### src/oefe_pkg.sv
package oefe_pkg;

	// timing
	localparam int CLK_PERIOD_NS   = 20;
	localparam int SUSPEND_IDLE_NS = 3_000_000;
	localparam int LONG_SE0_NS     = 2_000_000;
	// least times round up to whole cycles
	localparam int SUSPEND_IDLE_CYCLES =
		(SUSPEND_IDLE_NS + CLK_PERIOD_NS - 1) / CLK_PERIOD_NS;
	localparam int LONG_SE0_CYCLES =
		(LONG_SE0_NS + CLK_PERIOD_NS - 1) / CLK_PERIOD_NS;

	// bus geometry
	localparam int ADDR_W  = 12;
	localparam int DATA_W  = 32;
	localparam int STRB_W  = 4;
	localparam int FLAG_W  = 16;
	localparam int LINE_W  = 6;

	// register indices (command codes); byte address is four times these
	localparam int IDX_STATUS_RD  = 'h67;
	localparam int IDX_FLAGS_RD   = 'h68;
	localparam int IDX_ENABLES_RD = 'h69;
	localparam int IDX_CTRL_RD    = 'h6E;
	localparam int IDX_FLAGS_WR   = 'hE8;
	localparam int IDX_ENABLES_WR = 'hE9;
	localparam int IDX_CTRL_WR    = 'hEE;
	localparam logic [ADDR_W-1:0] ADDR_STATUS_RD  = ADDR_W'(4 * IDX_STATUS_RD);
	localparam logic [ADDR_W-1:0] ADDR_FLAGS_RD   = ADDR_W'(4 * IDX_FLAGS_RD);
	localparam logic [ADDR_W-1:0] ADDR_ENABLES_RD = ADDR_W'(4 * IDX_ENABLES_RD);
	localparam logic [ADDR_W-1:0] ADDR_CTRL_RD    = ADDR_W'(4 * IDX_CTRL_RD);
	localparam logic [ADDR_W-1:0] ADDR_FLAGS_WR   = ADDR_W'(4 * IDX_FLAGS_WR);
	localparam logic [ADDR_W-1:0] ADDR_ENABLES_WR = ADDR_W'(4 * IDX_ENABLES_WR);
	localparam logic [ADDR_W-1:0] ADDR_CTRL_WR    = ADDR_W'(4 * IDX_CTRL_WR);

	// flag and enable bit positions
	localparam int BIT_ID      = 0;
	localparam int BIT_VBUS    = 1;
	localparam int BIT_B_END   = 2;
	localparam int BIT_A_VALID = 3;
	localparam int BIT_B_VALID = 4;
	localparam int BIT_REMOTE  = 5;
	localparam int BIT_SUSPEND = 6;
	localparam int BIT_RESUME  = 7;
	localparam int BIT_SRP     = 8;
	localparam int BIT_SE0     = 9;
	localparam int BIT_TIMER   = 10;
	localparam int BIT_KIND    = 0;

	// reset values and implemented-bit masks
	localparam logic [FLAG_W-1:0] FLAGS_RESET   = 16'h0000;
	localparam logic [FLAG_W-1:0] ENABLES_RESET = 16'h0000;
	localparam logic [FLAG_W-1:0] CTRL_RESET    = 16'h0000;
	localparam logic [FLAG_W-1:0] USED_MASK     = 16'h07FF;
	localparam logic [FLAG_W-1:0] CTRL_MASK     = 16'h0001;

	// line states
	localparam logic [1:0] LINE_SE0 = 2'h0;
	localparam logic [1:0] LINE_J   = 2'h1;
	localparam logic [1:0] LINE_K   = 2'h2;

	typedef struct packed {
		logic remote_connected;
		logic b_session_valid;
		logic a_session_valid;
		logic b_session_ended;
		logic vbus_level_valid;
		logic id_pin_level;
	} oefe_line_status_t;

	typedef struct packed {
		logic [ADDR_W-1:0] paddr;
		logic              psel;
		logic              penable;
		logic              pwrite;
		logic [DATA_W-1:0] pwdata;
		logic [STRB_W-1:0] pstrb;
	} oefe_apb_req_t;

	typedef struct packed {
		logic [DATA_W-1:0] prdata;
		logic              pready;
		logic              pslverr;
	} oefe_apb_rsp_t;

	typedef enum logic [1:0] {
		BUS_ACTIVE    = 2'h0,
		BUS_SUSPENDED = 2'h1,
		BUS_RESUMED   = 2'h3
	} oefe_bus_state_t;

	// registers are 16 bits wide, so only lanes 0 and 1 matter
	function automatic logic [FLAG_W-1:0] lane_mask(
		input logic [STRB_W-1:0] strb);
		return {{8{strb[1]}}, {8{strb[0]}}};
	endfunction

	function automatic logic hits(input oefe_apb_req_t r,
		input logic [ADDR_W-1:0] a);
		return r.paddr == a;
	endfunction

endpackage

### src/oefe_change_detect.sv
module oefe_change_detect #(
	parameter int WIDTH = 6
) (
	// clock and reset
	input  wire logic             clock_i,
	input  wire logic             rst_i,
	// levels watched and their change pulses
	input  wire logic [WIDTH-1:0] level_i,
	output logic      [WIDTH-1:0] change_o
);
	import oefe_pkg::*;

	logic [WIDTH-1:0] prev_reg;
	logic [WIDTH-1:0] prev_next;
	logic             armed_reg;
	logic             armed_next;

	if (WIDTH < 1) begin : g_bad_width
		$error("change detector needs at least one bit");
	end

	always_comb begin
		prev_next  = level_i;
		armed_next = 1'b1;
	end

	always_ff @(posedge clock_i) begin
		if (rst_i) begin
			prev_reg  <= '0;
			armed_reg <= 1'b0;
		end else begin
			prev_reg  <= prev_next;
			armed_reg <= armed_next;
		end
	end

	// the first cycle after reset only captures, so a strap level is no event
	assign change_o = armed_reg ? (level_i ^ prev_reg) : '0;
endmodule

### src/oefe_hold_timer.sv
module oefe_hold_timer #(
	parameter int LIMIT = 4
) (
	// clock and reset
	input  wire logic clock_i,
	input  wire logic rst_i,
	// condition and one-shot when it has held LIMIT cycles
	input  wire logic cond_i,
	output logic      fire_o
);
	import oefe_pkg::*;

	localparam int CW = $clog2(LIMIT + 1);

	logic [CW-1:0] count_reg;
	logic [CW-1:0] count_next;

	if (LIMIT < 2) begin : g_bad_limit
		$error("hold limit must be at least two cycles");
	end

	// saturates, so a long hold fires only once
	always_comb begin
		count_next = count_reg;
		if (!cond_i) begin
			count_next = '0;
		end else if (count_reg != CW'(LIMIT)) begin
			count_next = count_reg + 1'b1;
		end
	end

	always_ff @(posedge clock_i) begin
		if (rst_i) begin
			count_reg <= '0;
		end else begin
			count_reg <= count_next;
		end
	end

	assign fire_o = cond_i && (count_reg == CW'(LIMIT - 1));
endmodule

### src/oefe_top.sv
// Summary of operation
// - set suspend flag (bit 6) when bus idles longer than 3 ms
// - set remote-connect change flag (bit 5) on any change of that level
// - set B-session-valid change flag (bit 4) when that level toggles
// - set A-session-valid change flag (bit 3) when that level toggles
// - set B-session-end change flag (bit 2) when that level toggles
// - set VBUS-valid change flag (bit 1) when that level toggles
// - set ID change flag (bit 0) when the ID pin level changes
// - flags stay set until written with 1; writing 0 changes nothing
// - flags read at code 68, cleared by writing at code E8
// - enables read at code 69, written at E9; bits 15 to 11 reserved
// - enable bit 10 unmasks timer timeout; clear masks it
// - enable bit 9 unmasks the long SE0 flag
// - enable bit 8 unmasks remote session request detection
// - enable bit 7 unmasks resume; only J to K counts
// - enable bit 6 unmasks the suspend flag
// - enable bits 5 to 0 unmask the change flag at the same position
// - set timer timeout flag (bit 10) when the OTG timer expires
// - set SE0 flag (bit 9) after SE0 lasting more than 2 ms
// - set session-request flag (bit 8); control selects VBUS or data pulsing
// - set resume flag (bit 7) on J to K while suspended
module oefe_top #(
	parameter int SUSPEND_LIMIT = oefe_pkg::SUSPEND_IDLE_CYCLES + 1,
	parameter int SE0_LIMIT     = oefe_pkg::LONG_SE0_CYCLES + 1
) (
	// clock and reset
	input  wire logic                        clock_i,
	input  wire logic                        rst_i,
	// register bus
	input  wire oefe_pkg::oefe_apb_req_t     apb_req_i,
	output oefe_pkg::oefe_apb_rsp_t          apb_rsp_o,
	// port status levels and line state
	input  wire oefe_pkg::oefe_line_status_t line_status_i,
	input  wire logic [1:0]                  line_state_i,
	// event sources
	input  wire logic                        timer_expired_i,
	input  wire logic                        vbus_pulse_i,
	input  wire logic                        dline_pulse_i,
	// interrupt request
	output logic                             irq_o
);
	import oefe_pkg::*;

	oefe_bus_state_t   state_reg;
	oefe_bus_state_t   state_next;
	logic [1:0]        prev_line_reg;
	logic [1:0]        prev_line_next;
	logic [FLAG_W-1:0] flags_reg;
	logic [FLAG_W-1:0] flags_next;
	logic [FLAG_W-1:0] enables_reg;
	logic [FLAG_W-1:0] enables_next;
	logic [FLAG_W-1:0] ctrl_reg;
	logic [FLAG_W-1:0] ctrl_next;
	logic [DATA_W-1:0] prdata_reg;
	logic [DATA_W-1:0] prdata_next;
	logic              irq_reg;
	logic              irq_next;

	logic              setup_ph;
	logic              access_ph;
	logic              wr_en;
	logic              rd_setup;
	logic              mapped;
	logic              flags_wr_hit;
	logic [FLAG_W-1:0] wr_lanes;
	logic [FLAG_W-1:0] clear_vec;
	logic [FLAG_W-1:0] set_vec;
	logic [FLAG_W-1:0] status_word;
	logic [LINE_W-1:0] status_change;
	logic [1:0]        pulse_change;
	logic [1:0]        pulse_rise;
	logic              srp_pulse;
	logic              idle_fire;
	logic              se0_fire;
	logic              enter_suspend;
	logic              resume_pulse;

	if (SUSPEND_LIMIT < 2 || SE0_LIMIT < 2) begin : g_bad_limits
		$error("hold limits must be at least two cycles");
	end

	// level watchers
	oefe_change_detect #(
		.WIDTH (LINE_W)
	) u_status_watch (
		.clock_i  (clock_i),
		.rst_i    (rst_i),
		.level_i  (line_status_i),
		.change_o (status_change)
	);

	oefe_change_detect #(
		.WIDTH (2)
	) u_pulse_watch (
		.clock_i  (clock_i),
		.rst_i    (rst_i),
		.level_i  ({vbus_pulse_i, dline_pulse_i}),
		.change_o (pulse_change)
	);

	// idle counting only runs while awake, so re-entry needs a fresh 3 ms
	oefe_hold_timer #(
		.LIMIT (SUSPEND_LIMIT)
	) u_idle_timer (
		.clock_i (clock_i),
		.rst_i   (rst_i),
		.cond_i  ((line_state_i == LINE_J) && (state_reg == BUS_ACTIVE)),
		.fire_o  (idle_fire)
	);

	oefe_hold_timer #(
		.LIMIT (SE0_LIMIT)
	) u_se0_timer (
		.clock_i (clock_i),
		.rst_i   (rst_i),
		.cond_i  (line_state_i == LINE_SE0),
		.fire_o  (se0_fire)
	);

	// session request: rising edge of the selected pulse kind
	assign pulse_rise = pulse_change & {vbus_pulse_i, dline_pulse_i};
	assign srp_pulse  = ctrl_reg[BIT_KIND] ? pulse_rise[1] : pulse_rise[0];

	// bus suspend and resume tracking
	always_comb begin
		state_next     = state_reg;
		prev_line_next = line_state_i;
		enter_suspend  = 1'b0;
		resume_pulse   = 1'b0;
		case (state_reg)
		BUS_ACTIVE: begin
			if (idle_fire) begin
				state_next    = BUS_SUSPENDED;
				enter_suspend = 1'b1;
			end
		end
		BUS_SUSPENDED: begin
			if (prev_line_reg == LINE_J && line_state_i == LINE_K) begin
				state_next   = BUS_RESUMED;
				resume_pulse = 1'b1;
			end else if (line_state_i != LINE_J) begin
				state_next = BUS_ACTIVE;
			end
		end
		BUS_RESUMED: begin
			state_next = BUS_ACTIVE;
		end
		default: begin
			state_next = BUS_ACTIVE;
		end
		endcase
	end

	// event collection
	always_comb begin
		set_vec                    = '0;
		set_vec[LINE_W-1:0]        = status_change;
		set_vec[BIT_SUSPEND]       = enter_suspend;
		set_vec[BIT_RESUME]        = resume_pulse;
		set_vec[BIT_SRP]           = srp_pulse;
		set_vec[BIT_SE0]           = se0_fire;
		set_vec[BIT_TIMER]         = timer_expired_i;
	end

	// apb decode; zero wait states
	assign setup_ph  = apb_req_i.psel && !apb_req_i.penable;
	assign access_ph = apb_req_i.psel && apb_req_i.penable;
	assign wr_en     = access_ph && apb_req_i.pwrite;
	assign rd_setup  = setup_ph && !apb_req_i.pwrite;
	assign wr_lanes  = lane_mask(apb_req_i.pstrb);
	assign flags_wr_hit = wr_en && hits(apb_req_i, ADDR_FLAGS_WR);

	always_comb begin
		if (apb_req_i.pwrite) begin
			mapped = hits(apb_req_i, ADDR_FLAGS_WR) ||
				hits(apb_req_i, ADDR_ENABLES_WR) ||
				hits(apb_req_i, ADDR_CTRL_WR);
		end else begin
			mapped = hits(apb_req_i, ADDR_STATUS_RD) ||
				hits(apb_req_i, ADDR_FLAGS_RD) ||
				hits(apb_req_i, ADDR_ENABLES_RD) ||
				hits(apb_req_i, ADDR_CTRL_RD);
		end
	end

	// status readback: live levels plus the suspended state
	always_comb begin
		status_word              = '0;
		status_word[LINE_W-1:0]  = line_status_i;
		status_word[BIT_SUSPEND] = (state_reg == BUS_SUSPENDED);
	end

	// register writes; hardware set beats a same-cycle clear
	always_comb begin
		clear_vec    = flags_wr_hit ? (apb_req_i.pwdata[FLAG_W-1:0] & wr_lanes) : '0;
		flags_next   = ((flags_reg & ~clear_vec) | set_vec) & USED_MASK;
		enables_next = enables_reg;
		ctrl_next    = ctrl_reg;
		if (wr_en && hits(apb_req_i, ADDR_ENABLES_WR)) begin
			enables_next = ((enables_reg & ~wr_lanes) |
				(apb_req_i.pwdata[FLAG_W-1:0] & wr_lanes)) & USED_MASK;
		end
		if (wr_en && hits(apb_req_i, ADDR_CTRL_WR)) begin
			ctrl_next = ((ctrl_reg & ~wr_lanes) |
				(apb_req_i.pwdata[FLAG_W-1:0] & wr_lanes)) & CTRL_MASK;
		end
	end

	// read data is latched in the setup cycle and shown in the access cycle
	always_comb begin
		prdata_next = prdata_reg;
		if (rd_setup) begin
			prdata_next = '0;
			if (hits(apb_req_i, ADDR_FLAGS_RD)) begin
				prdata_next[FLAG_W-1:0] = flags_reg;
			end else if (hits(apb_req_i, ADDR_ENABLES_RD)) begin
				prdata_next[FLAG_W-1:0] = enables_reg;
			end else if (hits(apb_req_i, ADDR_CTRL_RD)) begin
				prdata_next[FLAG_W-1:0] = ctrl_reg;
			end else if (hits(apb_req_i, ADDR_STATUS_RD)) begin
				prdata_next[FLAG_W-1:0] = status_word;
			end
		end
	end

	// one masked-or covers every enable position
	assign irq_next = |(flags_reg & enables_reg);

	always_ff @(posedge clock_i) begin
		if (rst_i) begin
			state_reg     <= BUS_ACTIVE;
			prev_line_reg <= LINE_J;
			flags_reg     <= FLAGS_RESET;
			enables_reg   <= ENABLES_RESET;
			ctrl_reg      <= CTRL_RESET;
			prdata_reg    <= '0;
			irq_reg       <= 1'b0;
		end else begin
			state_reg     <= state_next;
			prev_line_reg <= prev_line_next;
			flags_reg     <= flags_next;
			enables_reg   <= enables_next;
			ctrl_reg      <= ctrl_next;
			prdata_reg    <= prdata_next;
			irq_reg       <= irq_next;
		end
	end

	assign apb_rsp_o.prdata  = prdata_reg;
	assign apb_rsp_o.pready  = 1'b1;
	assign apb_rsp_o.pslverr = access_ph && !mapped;
	assign irq_o             = irq_reg;
endmodule

### config.mk
export PLATFORM = sky130hd
export DESIGN_NAME = oefe_top
export DESIGN_NICKNAME = d
export VERILOG_FILES = /design/src/oefe_pkg.sv /design/src/oefe_change_detect.sv /design/src/oefe_hold_timer.sv /design/src/oefe_top.sv
export SDC_FILE = /design/constraint.sdc
export NUM_CORES = 1
export LEC_CHECK = 0
export BUFFER_PORTS_ARGS = -buffer_cell sky130_fd_sc_hd__buf_2
export CORE_MARGIN = 2
export CORE_UTILIZATION = 25
export DETAILED_ROUTE_END_ITERATION = 10
export PLACE_DENSITY = 0.39
export SLEW_MARGIN = 5
export SYNTH_ARGS = -nofsm -noshare
export SYNTH_HDL_FRONTEND = slang
export SYNTH_HIERARCHICAL = 1
export SYNTH_SLANG_ARGS = --single-unit
### constraint.sdc
create_clock -name clock_i -period 5.1 [get_ports clock_i]
set_clock_uncertainty 0.15 [all_clocks]
set_input_delay 0 -clock clock_i [delete_from_list [all_inputs] [get_ports clock_i]]
set_output_delay 0 -clock clock_i [all_outputs]
set_load 0.005 [all_outputs]
==> results of run 1 <==
path summary, 6_finish.rpt:
path                                                   to  slack (ns)
worst min register to register               state_reg[1]        0.27
worst min-delay path             u_status_watch/armed_reg        0.01
worst max-delay path                            flip-flop        2.16
worst max register to register  u_se0_timer/count_reg[16]        2.95
cell usage after synthesis (3+ instances only):
cell / count
nor3_1: 4
xor2_1: 25
o221ai_1: 7
buf_6: 6
dfxtp_1: 84
clkbuf_1: 11
mux2_2: 5
ha_1: 6
nor4_1: 3
a31oi_1: 8
inv_1: 22
and2_1: 10
a21oi_1: 34
or3_1: 5
o21a_1: 6
nor2_1: 40
nand2_1: 24
buf_2: 3
a221oi_1: 6
nand3_1: 21
o21ai_0: 13
xnor2_1: 6
nor2b_1: 10
buf_4: 22
nand4_1: 23
and3_1: 3
or4_1: 3
nand2b_1: 8
o21ai_1: 13
and4_2: 3
worst register-to-register path, cell delays in order (launching register included):
cell and delay [ns]:
dfxtp_1 0.47, ha_1 0.28, inv_1 0.12, or4_4 0.58
or3_1 0.36, a21oi_1 0.13
layout by cell type (no fill, tap or decap), types with 3 or more instances in the layout:
cell           count
a21oi_1           34
a221oi_1           6
a31oi_1            8
and2_1            10
and3_1             3
and4_2             3
buf_2             53
bufinv_16          5
clkbuf_16          9
conb_1            22
dfxtp_1           84
dlygate4sd3_1     38
ha_1               6
inv_1             22
mux2_2             5
nand2_1           24
nand2b_1           8
nand3_1           21
nand4_1           23
nor2_1            40
nor2b_1           10
nor3_1             4
nor4_1             3
o21a_1             6
o21ai_0           13
o21ai_1           13
o221ai_1           7
or3_1              5
or4_1              3
xnor2_1            6
xor2_1            25
final cells by class:
type | count | area, um^2
Tap cell | 220 | 275.3
Clock inverter | 6 | 158.9
Clock buffer | 10 | 239.0
Inverter | 22 | 82.58
Timing Repair Buffer | 93 | 660.6
Fill cell | 1781 | 11210
Multi-Input combinational cell | 355 | 2271
Sequential cell | 84 | 1682
routing by layer:
layer  track usage  vias up
met3       0.02570       13
met5             0        -
li1              -     1851
met2        0.1964       61
met1        0.1645     1756
met4       0.05556        0
cells by family (layout without fill, tap and decap cells):
logic type | Yosys count | in the layout | synth area share
buffers and inverters | 65 | 131 | 0.08853
DFF | 84 | 84 | 0.3953
muxes | 7 | 7 | 0.01794
xor gates and xnor gates | 31 | 31 | 0.06382
AOI/OAI and AO/OA | 99 | 99 | 0.1429
and+or+nand+nor | 190 | 190 | 0.2721
adders and majority gates | 6 | 6 | 0.01765
other | 2 | 22 | 0.001765
power groups by stage:
stage	clock network, uW	logic, uW	registers (uW)
2_1_floorplan	0	67.4	691
3_3_place_gp	0	94.3	695
3_5_place_dp	0	94.6	695
4_1_cts	894	110	680
5_1_grt	920	123	681
6_report	875	110	680
stage by stage:
| stage | hold WS [ns] | power [uW] | setup slack [ns] | std cells | utilization |
|---|---|---|---|---|---|
| detailed placement | 0.09691 | 789.4 | 2.726 | 736 | 0.2768 |
| global placement | 0.1010 | 788.8 | 2.700 | 736 | 0.2768 |
| finish | 0.01327 | 1665 | 2.159 | 790 | 0.3238 |
| global route | 0.02710 | 1724 | 1.916 | 790 | 0.3238 |
| floorplan | -0.09348 | 758.7 | 3.151 | 504 | - |
| CTS | 0.000004108 | 1684 | 2.134 | 790 | 0.3238 |
what timing repair did:
action / in CTS / in global routing
hold endpoints to repair: 41 / 0
hold buffers: 38 / 0
buffers inserted: 0 / 0
resized for setup: 0 / 0
==> impl_metrics.toml, run 1 <==
[outcome]
status = "finished clean"

[power]
cell_internal_pwr_uw = 1312
p_leak_uw = 0.002016
seq_power_share = 0.408
netSwitchingFraction = 0.2122
power_frac_comb = 0.066
powerDensity_mw_per_mm2 = 310.1
p_clk_frac = 0.526
p_sw_uw = 353.3
ir_drop_mv = 0.1572

[setup_path]
cp_num_buf_inv = 3
rr_worst_depth = 5
crit_top_cell = "dlygate4sd3_1"
cpPeakStageDelay_ns = 0.92
endpoint_kind = "flip-flop"
rr_startpoint = "u_se0_timer/count_reg[0]"
cp_slowest_cell = "nor4_4"
cp.required_ns = 5.24
setup.worst_path.start_class = "input port"
path_depth = 7
startpoint = "apb_req_i[45]"
critPathKind = "input port to flip-flop"
worstPathArrival_ns = 3.08
crit_chain = "buf_2 > or4b_4 > nor4_4 > nand4_1 > dlygate4sd3_1 > a21oi_1 > dlygate4sd3_1"
critPathTopFamily = "simple AND/OR/NAND/NOR gates"
cp_max_fo = 18

[global_routing]
track_usage = 0.1247
first_global_vias = 3431
antenna_found_initial = 0
grt_pass1_wl_um = 17750
grt-ovfl-total = 0
grt_max_degree = 38

[hold_path]
holdCritPathClass = "input port to flip-flop"
hp-start = "rst_i"
hold_depth = 2

[final_layout]
area_growth_syn_to_layout_pct = 26.21
diodes = 0
fin_nets = 635
fin_area_mm2 = 0.005369
drive_gt1_frac = 0.1737

[yosys]
ys_ff_latch = 84
ys_types = 66
netlist_area_mm2 = 0.004254
synth_edf_count = 0
ys_top_cells_by_area = "dfxtp_1, xor2_1, a21oi_1, buf_4, nor2_1"
synth_flop_cell = "dfxtp_1"
synth_top_area_share = 0.3953
ys_warn_count = 6
ys_seq_area_frac = 0.3953
syn_area_per_cell_um2 = 8.789
async_reset_ff_frac = 0
synth_top_area_cell = "dfxtp_1"
synth_cells = 484

[sta]
period_share = 0.5767
finalHoldViolCount = 0
rsz0062_at_grt = "no"
relSlewSlack = 0.3218
fmaxAchievable_mhz = 340.0
slew_viol_final = 0
setup_viol = 0
fin_setup_tns_ns = 0
worstMarginPinSlew_ns = 1.010
fin_crit_ns = 2.941

[drt]
drt_iter0_markers = 216
vias_per_cell = 4.659
top_layer_used = "met4"
wl_met1_um = 5415
drc = 0
wl_met2_um = 5127
ant_nets = 0
routedWlPerCell_um = 14.12
via_count = 3681
wl_met3_um = 427
first_pass_iters = 4
wl_um = 11160

[placed_design]
post_dp_cell_area_mm2 = 0.004591
place.detailed.hpwl_um = 7615
place.gp.congestion = 0.7639
port_buffers = 53

[floorplanning]
fp.dieW_um = 134.4
initial_core_util = 0.2565
die_area_mm2 = 0.01808
num_rows = 47
die_y_um = 134.4
core_mm2 = 0.01658
top_level_ports = 99

[clocking]
htreeDepth = 3
cts_tree = "yes"
clockRootBuffer = "clkbuf_16"
clockBufferDepth = 2
clock_sinks = 84
cts_inserted_buffers = 9
insertion_delay_ns = 0.35
path_clk_slew_ns = 0.06

[flow_run]
max_cap_viol_count = 0
Power figures use the tool's default switching activity.
==> run 2: changes to the inputs <==
Settings changed: ABC_AREA set to 1.
Clock period 5.1 ns to 3 ns, I/O delays scaled along.
==> run 2 against run 1 <==
  * Sequential share of layout area is 2.0 points lower
  * Non-clock buffer count is 2 lower
  * Core utilization is 0.55 points lower
  * Area after synthesis is 8.4% higher
  * Worst hold slack better by 0.0038 ns
  * Register-to-register slack worse by 1.6 ns
  * Sequential power is 69% higher
  * Synthesized cell count is 44% higher
  * Clock power is 47% higher
  * Combinational power is 68% higher
  * First-iteration DRC count is 11% lower
  * Critical path type unchanged
  * Highest routed layer unchanged
==> impl_metrics.toml, run 2 <==
[sta]
period_share = 0.8459
finalHoldViolCount = 0
rsz0062_at_grt = "no"
relSlewSlack = 0.5814
slew_viol_final = 0
worstMarginPinSlew_ns = 0.6273
setup_viol = 0
timing.hold.ws_ns = 0.01710
fin_setup_tns_ns = 0
fmaxAchievable_mhz = 394.0
fin_crit_ns = 2.538

[placed_design]
port_buffers = 53
place.detailed.hpwl_um = 9165
dp_cells = 974
place.gp.congestion = 0.7958

[final_layout]
diodes = 0
nFillCells = 1963
drive_gt1_frac = 0.1423
final_cell_mix = "nand2_1, nor2_1, dfxtp_1"
layout.cells.non_filler = 1023
mostFrequentLayoutCell = "nand2_1"
fin_nets = 859
fin_util = 0.3182
area_growth_syn_to_layout_pct = 24.40

[yosys]
ys_ff_latch = 84
ys_types = 38
yosysMostFrequentCell = "nand2_1"
ys_warn_count = 6
synth_edf_count = 0
netlist_area_mm2 = 0.004611
synth_cells = 697
syn_area_per_cell_um2 = 6.615
async_reset_ff_frac = 0
netlist_top_cells_count = "nand2_1, nor2_1, dfxtp_1"
synth_flop_cell = "dfxtp_1"
synth_top_area_share = 0.3647
synth_top_area_cell = "dfxtp_1"
ys_seq_area_frac = 0.3647
ys_top_cells_by_area = "dfxtp_1, nand2_1, nor2_1, nand3_1, inv_1"

[setup_path]
startpoint = "apb_req_i[42]"
cp.required_ns = 3.08
rr_startpoint = "u_se0_timer/count_reg[0]"
critPathKind = "input port to flip-flop"
setup.worst_path.start_class = "input port"
worstPathArrival_ns = 2.62
rr_worst_depth = 6
r2r_end = "u_se0_timer/count_reg[14]"
endpoint_kind = "flip-flop"
cp_max_fo = 9
r2r_slack_ns = 1.40

[floorplanning]
num_rows = 49
die_y_um = 139.8
initial_core_util = 0.2558
top_level_ports = 99
core_mm2 = 0.01802
die_area_mm2 = 0.01955
fp.dieW_um = 139.8

[clocking]
cts_inserted_buffers = 9
cts_setup_buffers = 0
clockBufferDepth = 2
path_clk_slew_ns = 0.06
clock_sinks = 84
htreeDepth = 3
cts_resized = 0
insertion_delay_ns = 0.35
clockRootBuffer = "clkbuf_16"
cts_tree = "yes"

[outcome]
status = "finished clean"

[global_routing]
first_global_vias = 4146
track_usage = 0.1283
grt_pass1_wl_um = 20260
grt_max_degree = 21
grt-ovfl-total = 0
antenna_found_initial = 0

[power]
p_leak_uw = 0.002530
powerDensity_mw_per_mm2 = 457.1
ir_drop_mv = 0.2516

[drt]
drc = 0
via_count = 4384
ant_nets = 0
wl_um = 12190
routedWlPerCell_um = 11.92
vias_per_cell = 4.285
drt_iter0_markers = 193
first_pass_iters = 5

[flow_run]
max_cap_viol_count = 0

[hold_path]
holdCritPathClass = "input port to flip-flop"
-- run 2: cell count changes after synthesis, moves of 10 or more --
cell / change
o21ai_1: -11
o21ai_0: +14
nand4_1: -11
nand3_1: +41
nor2b_1: -10
nand2_1: +124
xor2_1: -22
inv_1: +60
nor2_1: +94
-- run 2: logic make-up after synthesis --
| family | count (synthesis) | synth area share |
|---|---|---|
| flops | 84 | 0.3647 |
| other cells | 2 | 0.001629 |
| compound gates | 83 | 0.09960 |
| fa+ha+maj | 6 | 0.01628 |
| simple gates | 399 | 0.3932 |
| xor+xnor | 3 | 0.005700 |
| buf+inv | 120 | 0.1189 |
-- run 2: per-stage QoR --
stage	power (uW)	area, um^2	worst slack, ns
floorplan	1279	4686	1.500
global placement	1331	5065	1.347
detailed placement	1333	5065	1.332
CTS	2669	5736	0.4676
global route	2737	5736	0.3432
finish	2622	5736	0.4622
-- run 2: worst min path at each step --
| stage | to | slack (ns) | startpoint | depth (start not counted) |
|---|---|---|---|---|
| finish | flags_reg[8] | 0.02 | dline_pulse_i | 5 |
| global route | flags_reg[8] | 0.09 | dline_pulse_i | 5 |
| CTS | flags_reg[8] | 0.003 | dline_pulse_i | 5 |
| detailed placement | u_pulse_watch/prev_reg[0] | 0.07 | rst_i | 2 |
| global placement | u_pulse_watch/prev_reg[0] | 0.07 | rst_i | 2 |
| floorplan | u_pulse_watch/armed_reg | -0.09 | rst_i | 1 |
-- run 2: layout make-up --
type,instances,area [um^2],share of cell area
clock buffer,9,225.2,0.03927
clock inverter,7,115.1,0.02007
sequential,84,1682,0.2932
inverter,90,337.8,0.05890
multi-input combinational,513,2456,0.4282
timing repair buffer,91,633.1,0.1104
tap,229,286.5,0.04996
-- run 2: per-layer routing --
layer	GRT usage	up-vias	part of all wire
li1	-	2352	-
met1	0.1695	1937	0.48
met2	0.2080	81	0.46
met3	0.02237	14	0.042
met4	0.05105	0	0.019
met5	0	-	0
-- run 2: repair_timing --
action | in CTS | in global routing
endpoints found under the hold margin | 44 | 0
endpoints found under the setup margin | 0 | 0
hold buffers | 33 | 0
-- run 2: critical path, stage by stage --
cell           delay [ns]
dlygate4sd3_1        0.53
buf_2                0.15
inv_2                0.06
nand3_1              0.12
nor2_4               0.29
nand4_1              0.20
nor2_1               0.12
dlygate4sd3_1        0.56
nor2_1               0.05
dlygate4sd3_1        0.55
-- run 2: where the power goes --
part / total (uW) / internal, uW / switching [uW]
clock: 1290 / 811 / 476
combinational: 185 / 79.0 / 106
sequential: 1150 / 1140 / 14.8
total: 2620 / 2030 / 596
==> run 3: changes to the inputs <==
Settings changed: PLACE_DENSITY 0.39 to 0.4.
Clock period 3 ns to 2.3 ns, I/O delays scaled along.
==> run 3 against run 2 <==
  * Count of clock-buffer cells in the layout stayed put
  * Final area rose by 0.35%
  * Setup slack got worse by 0.26 ns
  * Largest power group unchanged
  * Via count grew 1.7%
  * Sequential cell count did not move
  * Power up 31%
  * Core utilization grew 0.11 points
==> impl_metrics.toml, run 3 (synthesized netlist as in run 2, its figures left out) <==
[power]
cell_internal_pwr_uw = 2644
p_leak_uw = 0.002538
power_frac_comb = 0.071
ir_drop_mv = 0.3590
seq_power_share = 0.438
p_sw_uw = 779.9
netSwitchingFraction = 0.2278
p_clk_frac = 0.491
powerDensity_mw_per_mm2 = 594.9

[clocking]
clock_sinks = 84
cts_resized = 0
cts_tree = "yes"
insertion_delay_ns = 0.34
clockRootBuffer = "clkbuf_16"
htreeDepth = 3
cts_inserted_buffers = 9
path_clk_slew_ns = 0.06
clockBufferDepth = 2

[hold_path]
holdCritPathClass = "input port to flip-flop"

[sta]
setup_viol = 0
fmaxAchievable_mhz = 475.6
finalHoldViolCount = 0
fin_crit_ns = 2.103
slew_viol_final = 0
period_share = 0.9142
fin_setup_tns_ns = 0
rsz0062_at_grt = "no"

[setup_path]
crit_chain = "buf_2 > nor2_2 > nand3_1 > nor2_4 > nand4_1 > nor2_1 > dlygate4sd3_1 > nor2_1 > dlygate4sd3_1"
cp.required_ns = 2.38
worstPathArrival_ns = 2.18
cp_slowest_cell = "dlygate4sd3_1"
cpPeakStageDelay_ns = 0.56
critPathKind = "input port to flip-flop"
setup.worst_path.start_class = "input port"
critPathTopFamily = "buffers and inverters"
cp_num_buf_inv = 3
cp_max_fo = 9
endpoint_kind = "flip-flop"

[global_routing]
first_global_vias = 4185
grt_pass1_wl_um = 20470
grt_max_degree = 23
antenna_found_initial = 1
track_usage = 0.1301
grt-ovfl-total = 0

[final_layout]
fin_area_mm2 = 0.005756
area_growth_syn_to_layout_pct = 24.83
mostFrequentLayoutCell = "nand2_1"
final_cell_mix = "nand2_1, nor2_1, dfxtp_1"
drive_gt1_frac = 0.1432
fin_nets = 861

[drt]
drt_iter0_markers = 207
wl_met1_um = 5709
vias_per_cell = 4.344
wl_um = 12330
drc = 0
first_pass_iters = 4
top_layer_used = "met4"
routedWlPerCell_um = 12.01
wl_met2_um = 5890
via_count = 4457
wl_met3_um = 576
ant_nets = 0

[floorplanning]
initial_core_util = 0.2558
die_area_mm2 = 0.01955
top_level_ports = 99
fp.dieW_um = 139.8
num_rows = 49
die_y_um = 139.8
core_mm2 = 0.01802

[outcome]
status = "finished clean"

[placed_design]
post_dp_cell_area_mm2 = 0.005072
port_buffers = 53
place.detailed.hpwl_um = 9261
place.gp.congestion = 0.8243

[flow_run]
max_cap_viol_count = 0
==> run 3: cell count changes in the layout (fill, tap and decap cells not counted) <==
cell / delta
diode_2: +1
dlygate4sd3_1: +1
buf_4: +1
==> run 3: worst register-to-register path, stage by stage (launching register included) <==
cell and delay [ns]:
dfxtp_1 0.32, nor4_1 0.39, nand4_1 0.14, nor3_1 0.22, nand2_1 0.11, a31oi_1 0.16
==> run 3: metrics by stage <==
stage	total power [uW]	hold slack, ns	instances	setup slack, ns	util
final	3424	0.03347	1026	0.1974	0.3193
after global routing	3594	0.05896	1026	0.09085	0.3193
after CTS	3492	0.007282	1025	0.2242	0.3192
after detailed placement	1740	0.09392	975	0.7108	0.2814
after global placement	1738	0.09213	975	0.7148	0.2814
after floorplan	1669	-0.09348	717	0.7997	-
==> run 3: what timing repair did <==
item,4_1_cts,5_1_grt
hold buffers,34,0
setup buffers,0,0
hold endpoints to repair,42,0
==> run 3: layout make-up <==
type / count / area [um^2]
Multi-Input combinational cell: 513 / 2456
Fill cell: 1980 / 12270
Clock buffer: 9 / 225.2
Sequential cell: 84 / 1682
Timing Repair Buffer: 93 / 650.6
Clock inverter: 7 / 115.1
Inverter: 90 / 337.8
Antenna cell: 1 / 2.502
Tap cell: 229 / 286.5
==> run 3: final timing paths <==
check                           depth (start not counted)           from  slack [ns]       endpoint
worst max register to register                          5   state_reg[1]        0.75   state_reg[0]
worst min register to register                          2  prdata_reg[0]        0.32  prdata_reg[0]
worst min-delay path                                    6  apb_req_i[41]        0.03  prdata_reg[0]
worst max-delay path                                    9  apb_req_i[40]        0.20      flip-flop
==> run 3: power groups by stage <==
stage / combinational, uW / clock (uW) / sequential, uW
after global placement: 204 / 0 / 1530
after detailed placement: 206 / 0 / 1530
final: 242 / 1680 / 1500
after floorplan: 140 / 0 / 1530
after CTS: 246 / 1750 / 1500
after global routing: 276 / 1810 / 1500
==> run 3: routing by layer <==
layer  global-route usage  vias to the layer above
met4              0.03263                        0
met3              0.03923                       14
li1                     -                     2360
met5                    0                        -
met1               0.1617                     2007
met2               0.2203                       76
